$ cat config.mk
export PLATFORM = sky130hd
export DESIGN_NAME = ssr_status
export DESIGN_NICKNAME = d
export VERILOG_FILES = /design/src/hdl/ssr_pkg.sv /design/src/hdl/ssr_status.sv
export SDC_FILE = /design/constraint.sdc
export NUM_CORES = 1
export LEC_CHECK = 0
export BUFFER_PORTS_ARGS = -buffer_cell sky130_fd_sc_hd__buf_4
export CORE_MARGIN = 1.5
export CORE_UTILIZATION = 44
export DETAILED_ROUTE_END_ITERATION = 8
export PLACE_DENSITY = 0.87
export SYNTH_ARGS = -nofsm -noshare
export SYNTH_HDL_FRONTEND = slang
export SYNTH_SLANG_ARGS = --single-unit
$ cat constraint.sdc
create_clock -name i_clock -period 1.3 [get_ports i_clock]
set_clock_uncertainty 0.05 [all_clocks]
set_input_delay 0.13 -clock i_clock [delete_from_list [all_inputs] [get_ports i_clock]]
set_output_delay 0.13 -clock i_clock [all_outputs]
set_load 0.05 [all_outputs]
$ cat src/hdl/ssr_pkg.sv
// Package for the status summary reporting block: field positions, masks, command codes
package ssr_pkg;

   // ==========================================================
   // Status byte field positions
   localparam int unsigned SB_ERRQ_BIT = 2;
   localparam int unsigned SB_QUES_BIT = 3;
   localparam int unsigned SB_MAV_BIT  = 4;
   localparam int unsigned SB_STDE_BIT = 5;
   localparam int unsigned SB_MSS_BIT  = 6;
   localparam int unsigned SB_OPER_BIT = 7;

   // ==========================================================
   // Group bit positions and implemented-bit masks
   localparam int unsigned QC_PROT_BIT = 0;
   localparam int unsigned QC_FREF_BIT = 5;
   localparam int unsigned QC_USB_BIT  = 7;
   localparam int unsigned OC_RUN_BIT  = 8;
   localparam logic [15:0] QUES_MASK   = 16'h00a1;
   localparam logic [15:0] OPER_MASK   = 16'h0100;

   // ==========================================================
   // Reset and preset values
   localparam logic [15:0] ENABLE_PRESET = 16'h0000;
   localparam logic [15:0] PTR_PRESET    = 16'hffff;
   localparam logic [15:0] NTR_PRESET    = 16'h0000;
   localparam logic [7:0]  SRE_RESET     = 8'h00;

   // ==========================================================
   // Group select and register select codes
   typedef enum logic [0:0] {
      SSR_GRP_QUES = 1'h0,
      SSR_GRP_OPER = 1'h1
   } ssr_group_e;

   typedef enum logic [2:0] {
      SSR_REG_EVENT = 3'h0,
      SSR_REG_COND  = 3'h1,
      SSR_REG_ENAB  = 3'h2,
      SSR_REG_NTR   = 3'h3,
      SSR_REG_PTR   = 3'h4
   } ssr_reg_e;

   // Command from the command parser
   typedef struct packed {
      logic       read;    // Query strobe
      logic       write;   // Set strobe
      ssr_group_e group;
      ssr_reg_e   sel;
      logic [15:0] wdata;
   } ssr_cmd_s;

   // Answer to a query
   typedef struct packed {
      logic        valid;
      logic [15:0] data;
   } ssr_rsp_s;

endpackage : ssr_pkg

$ cat src/hdl/ssr_status.sv
// Status summary reporting block: event groups, status byte and service request
// ==========================================================
`timescale 1ns/10ps
`default_nettype none

module ssr_status (
   // Clock and reset
   input  wire logic             i_clock,
   input  wire logic             i_reset,
   // Live conditions from the instrument
   input  wire logic             i_prot_off,
   input  wire logic             i_fref_bad,
   input  wire logic             i_usb_lost,
   input  wire logic             i_running,
   // Summary sources outside this block
   input  wire logic             i_errq_nonempty,
   input  wire logic             i_outbuf_nonempty,
   input  wire logic             i_std_event_any,
   // Common commands
   input  wire logic             i_clear_status,
   input  wire logic             i_preset,
   input  wire logic             i_sre_write,
   input  wire logic [7:0]       i_sre_wdata,
   // Group register access
   input  wire ssr_pkg::ssr_cmd_s i_cmd,
   output var ssr_pkg::ssr_rsp_s o_rsp,
   // Status byte and service request
   output logic [7:0]            o_status_byte,
   output logic [7:0]            o_sre,
   output logic                  o_srq
);
   import ssr_pkg::*;

   // ==========================================================
   // Group state, index 0 questionable, 1 operation
   logic [15:0] cond_reg  [2];
   logic [15:0] prev_reg  [2];
   logic [15:0] event_reg [2];
   logic [15:0] enab_reg  [2];
   logic [15:0] ptr_reg   [2];
   logic [15:0] ntr_reg   [2];
   logic [15:0] grp_mask  [2];
   logic [15:0] live      [2];
   logic [1:0]  evt_clear;
   logic [1:0]  grp_sum;
   logic [7:0]  sb_next;
   logic [7:0]  sre_reg;
   logic [7:0]  sb_prev_reg;

   assign grp_mask[0] = QUES_MASK;
   assign grp_mask[1] = OPER_MASK;

   // Live condition map
   always_comb begin
      live[0] = 16'h0000;
      live[1] = 16'h0000;
      live[0][QC_PROT_BIT] = i_prot_off;
      live[0][QC_FREF_BIT] = i_fref_bad;
      live[0][QC_USB_BIT]  = i_usb_lost;
      live[1][OC_RUN_BIT]  = i_running;
   end

   // ==========================================================
   // Per-group register logic
   genvar g;
   generate
      for (g = 0; g < 2; g++) begin : gen_grp
         logic hit;
         logic [15:0] rise;
         logic [15:0] fall;
         // Access addressed to this group
         assign hit  = (i_cmd.group == ssr_group_e'(g));
         assign rise = cond_reg[g] & ~prev_reg[g];
         assign fall = ~cond_reg[g] & prev_reg[g];
         // event read clears; clear status; preset
         assign evt_clear[g] = i_clear_status | i_preset |
                               (i_cmd.read & hit & (i_cmd.sel == SSR_REG_EVENT));

         // Condition sampled then delayed once for edge detection
         always_ff @(posedge i_clock) begin
            if (i_reset) begin
               cond_reg[g] <= 16'h0000;
               prev_reg[g] <= 16'h0000;
            end else begin
               cond_reg[g] <= live[g];
               prev_reg[g] <= cond_reg[g];
            end
         end

         // Sticky events; a new edge in a clearing cycle still lands
         always_ff @(posedge i_clock) begin
            if (i_reset) begin
               event_reg[g] <= 16'h0000;
            end else begin
               event_reg[g] <= ((evt_clear[g] ? 16'h0000 : event_reg[g])
                               | (rise & ptr_reg[g]) | (fall & ntr_reg[g]))
                               & grp_mask[g];
            end
         end

         // Enable register: kept by clear status, zeroed by preset
         always_ff @(posedge i_clock) begin
            if (i_reset) begin
               enab_reg[g] <= ENABLE_PRESET;
            end else if (i_preset) begin
               enab_reg[g] <= ENABLE_PRESET;
            end else if (i_cmd.write && hit && i_cmd.sel == SSR_REG_ENAB) begin
               enab_reg[g] <= i_cmd.wdata & grp_mask[g];
            end
         end

         // Filters are touched only by reset, preset and direct writes
         always_ff @(posedge i_clock) begin
            if (i_reset) begin
               ptr_reg[g] <= PTR_PRESET & grp_mask[g];
               ntr_reg[g] <= NTR_PRESET;
            end else if (i_preset) begin
               ptr_reg[g] <= PTR_PRESET & grp_mask[g];
               ntr_reg[g] <= NTR_PRESET;
            end else begin
               if (i_cmd.write && hit && i_cmd.sel == SSR_REG_PTR)
                  ptr_reg[g] <= i_cmd.wdata & grp_mask[g];
               if (i_cmd.write && hit && i_cmd.sel == SSR_REG_NTR)
                  ntr_reg[g] <= i_cmd.wdata & grp_mask[g];
            end
         end

         assign grp_sum[g] = |(event_reg[g] & enab_reg[g]);
      end
   endgenerate

   // ==========================================================
   // Query answers, one cycle after the strobe
   always_ff @(posedge i_clock) begin
      if (i_reset) begin
         o_rsp <= '0;
      end else begin
         o_rsp.valid <= i_cmd.read;
         case (i_cmd.sel)
            SSR_REG_EVENT: o_rsp.data <= event_reg[i_cmd.group];
            SSR_REG_COND:  o_rsp.data <= cond_reg[i_cmd.group];
            SSR_REG_ENAB:  o_rsp.data <= enab_reg[i_cmd.group];
            SSR_REG_NTR:   o_rsp.data <= ntr_reg[i_cmd.group];
            SSR_REG_PTR:   o_rsp.data <= ptr_reg[i_cmd.group];
            default:       o_rsp.data <= 16'h0000;
         endcase
      end
   end

   // ==========================================================
   // Status byte composition from present state
   always_comb begin
      sb_next = 8'h00;
      sb_next[SB_ERRQ_BIT] = i_errq_nonempty;
      sb_next[SB_QUES_BIT] = grp_sum[0];
      sb_next[SB_MAV_BIT]  = i_outbuf_nonempty;
      sb_next[SB_STDE_BIT] = i_std_event_any;
      sb_next[SB_OPER_BIT] = grp_sum[1];
      // master summary of the selected bits
      sb_next[SB_MSS_BIT]  = |(sb_next & sre_reg & ~(8'h01 << SB_MSS_BIT));
   end

   // Service request enable, bit 6 cannot select itself
   always_ff @(posedge i_clock) begin
      if (i_reset) begin
         sre_reg <= SRE_RESET;
      end else if (i_sre_write) begin
         sre_reg <= i_sre_wdata & ~(8'h01 << SB_MSS_BIT);
      end
   end

   // Registered status byte and service request pulse
   always_ff @(posedge i_clock) begin
      if (i_reset) begin
         o_status_byte <= 8'h00;
         sb_prev_reg   <= 8'h00;
         o_srq         <= 1'b0;
         o_sre         <= SRE_RESET;
      end else begin
         o_status_byte <= sb_next;
         sb_prev_reg   <= sb_next;
         o_sre         <= sre_reg;
         o_srq         <= |(sb_next & ~sb_prev_reg & sre_reg);
      end
   end

endmodule : ssr_status
`default_nettype wire

==> summary.md <==
| Metric | Value |
|---|---|
| Final Hold Viols | `0` |
| Placement Cell Area | `~0.0026 sq mm` |
| Power Dens Cells | `roughly 1100 mW/mm^2` |
| CP required | `roughly 1.4 ns` |
| DR pass1 iterations | `4` |
| Avg WL per Cell | `~13 um` |
| Status | `complete, but fails checks` |
| Yosys cell types | `37` |
| Final period util | `108%` |
| H-tree depth | `2` |
| Unrepaired setup endpoints after global routing | `true` |
| Global-route wire length before repair | `7140 um` |
| Vias in the first global route | `between 1500 and 2000` |
| Die area | `0.00530 sq mm` |
| Final ANT Viol Nets | `0` |
| Sink Count | `50` |
| EDFF count, synth | `12` |
| Fin cells | `~330` |
| Initial Util | `between 40% and 50%` |
| Std cell rows | `25` |
| Async SR Flop Fraction | `0%` |
| Sequential cell area fraction in the yosys report | `between 50 and 60%` |
| Hold_ws | `between 0.004 and 0.005 ns` |
| Cell with the most instances after synthesis | `dfxtp_1` |
| Die Width | `roughly 73 um` |
| Via count | `approximately 1700` |
| Clock slew at reported path FFs | `around 0.080 ns` |
| Critical Path Start Type | `register` |
| Final core occ | `58.0%` |
| Overall Global Routing Usage | `about 17%` |
| Total gr overflow | `0` |
| DRT Wirelength | `4400 um` |
| Clk buf depth | `2` |
| Core Footprint | `around 0.0047 sq mm` |
| Post-Place Worst Slack | `-0.164 ns` |
| Synthesis-to-finish area growth | `27.7%` |
| Root buffer cell | `clkbuf_8` |
| Latest clock arrival within the worst-skew pair | `about 0.29 ns` |
| Crit path max fanout | `3` |
| Fmax | `715 MHz` |
| Yosys top cell by area | `dfxtp_1` |
| Failing checks | `negative setup slack` |
| Slowest cell on the critical path | `edfxtp_1` |
| Slack of the critical path | `-0.0986 ns` |
| Largest net degree at the start of global routing | `29` |
| Final GP Congestion | `~0.84` |
| Final Max Slew Viols | `0` |
| Initial antenna violation count | `0` |
| Placed Cells | `324` |
| Main synth FF type | `dfxtp_1` |
| Vias per inst | `about 5` |
| Cells after synthesis | `just over 200` |
| Die height | `between 70 and 80 um` |
| Layout Nets | `between 300 and 400` |
| CP max stage delay | `about 0.40 ns` |
| Top post-synthesis cells by count | `dfxtp_1 (38), nor2b_1 (20), nand3b_1 (16), nor2_1 (16), buf_4 (15)` |
| Worst path cell trace | `a222oi_1 -> buf_4 -> nor3b_1 -> o31a_1` |
| Crit Path Category | `register to register` |
| Max cap viols | `0` |
| 1st-iter DRT viols | `82` |
| Share of the synthesized area in the top cell type | `between 30 and 40%` |
| Peak VDD IR | `0.471 mV` |
| DRC Markers | `0` |
| Data arrival time of the worst path | `approximately 1.5 ns` |
| Port buffer count | `47` |
| Final instance area | `between 0.002 and 0.003 sq mm` |
| CTS Buf Count | `5` |
| Crit end category | `register` |
| Fin crit period | `between 1 and 1.5 ns` |
| HPWL after DPL | `3440 um` |
| Number of synthesized register bits | `50` |
| Synth Warn # | `0` |
| Hold Crit Class | `input pin to register` |
| Share of cells above drive strength 1 | `between 30 and 40%` |
| Synth Area per Inst | `10.6 sq um` |
| Fill cells | `~420` |
| Mapped Area | `approximately 0.0021 sq mm` |
| Ranking of synthesized cells by area | `dfxtp_1 (35%), edfxtp_1 (17%), nor2b_1 (5.8%)` |
| Final Setup Violations | `2` |
| Post-CTS sizing | `0` |
| Antenna diodes | `0` |
| Lkg Pwr | `between 1 and 1.5 nW` |
| CTS tree | `yes` |
| # IOs | `76` |
[per-layer routing]
metal / part of all wire [%] / GRT usage [%] / vias to the layer above
met3: 6.9 / 3.31 / 16
met2: 51 / 31.8 / 81
met1: 40 / 19.6 / 782
li1: - / - / 807
met4: 2.1 / 6.92 / 0
met5: 0 / 0 / -
[critical path: cells and delay by family (launching register included)]
family                 cells  cell delay [ns]
flip-flops                 1             0.40
AO/OA/AOI/OAI              2             0.61
buffers and inverters      1             0.18
AND/OR/NAND/NOR            1             0.04
[per-stage QoR]
step,TNS [ns],power [mW]
after global placement,-2.13,2.25
final,-0.113,3.14
after global routing,-0.169,3.25
after CTS,-0.0674,3.15
after detailed placement,-2.45,2.26
after floorplan,-0.241,2.11
[power breakdown]
group | leakage, nW | switching, mW | internal (mW) | total, mW
combinational | 0.652 | 0.325 | 0.198 | 0.522
clock | 0.0515 | 0.481 | 0.429 | 0.911
sequential | 0.436 | 0.0446 | 1.66 | 1.71
[timing repair]
| item | in CTS | in global routing |
|---|---|---|
| hold buffers | 1 | 0 |
| hold endpoints to repair | 1 | 0 |
| setup endpoints to repair | 1 | 2 |
| buffers inserted | 0 | 0 |
| cloned | 0 | 0 |
[cells by family after synthesis]
group | Yosys count | synth area share, %
buffers and inverters | 28 | 8.28
AND/OR/NAND/NOR | 84 | 24.2
multiplexers | 12 | 5.89
flip-flops | 50 | 52.3
other | 1 | 0.175
AO/OA/AOI/OAI | 28 | 9.22
[area by class of cell]
class                           instances  area, sq um  share of cell area (%)
Clock buffer                            6         82.6                    3.02
Inverter                                3         11.3                   0.411
Sequential cell                        50         1120                    41.0
Tap cell                               67         83.8                    3.06
Timing Repair Buffer                   66          498                    18.2
Clock inverter                          2         11.3                   0.411
Multi-Input combinational cell        139          928                    33.9
[final timing paths]
check	end	slack [ns]	cells past startpoint	startpoint
max reg2reg	o_srq	-0.1	4	enab_reg[0][2]
min	cond_reg[0][1]	0.005	2	i_fref_bad
min reg2reg	o_sre[1]	0.42	1	sre_reg[1]
max	o_srq	-0.1	4	enab_reg[0][2]
[cells in the final DEF (no fill, tap or decap), types with 2 or more instances in the layout]
cell      Yosys  layout
a21o_1        3       3
a21oi_1       3       3
a222oi_1      2       2
a31oi_1       5       5
a32oi_1       3       3
and2_1        6       6
buf_4        15      65
clkbuf_8      0       6
conb_1        1      15
dfxtp_1      38      37
edfxtp_1     12      12
inv_1         3       3
mux2_2        5       5
mux2i_1       7       7
nand2_1       6       6
nand2b_1      4       2
nand2b_4      0       2
nand3_1       4       4
nand3b_1     16      16
nor2_1       16      15
nor2b_1      20      20
nor3_4        0       2
o211ai_1      4       4
o21ai_0       4       4
or2_2         3       3
or4b_4        2       2
Power figures use the tool's default switching activity.
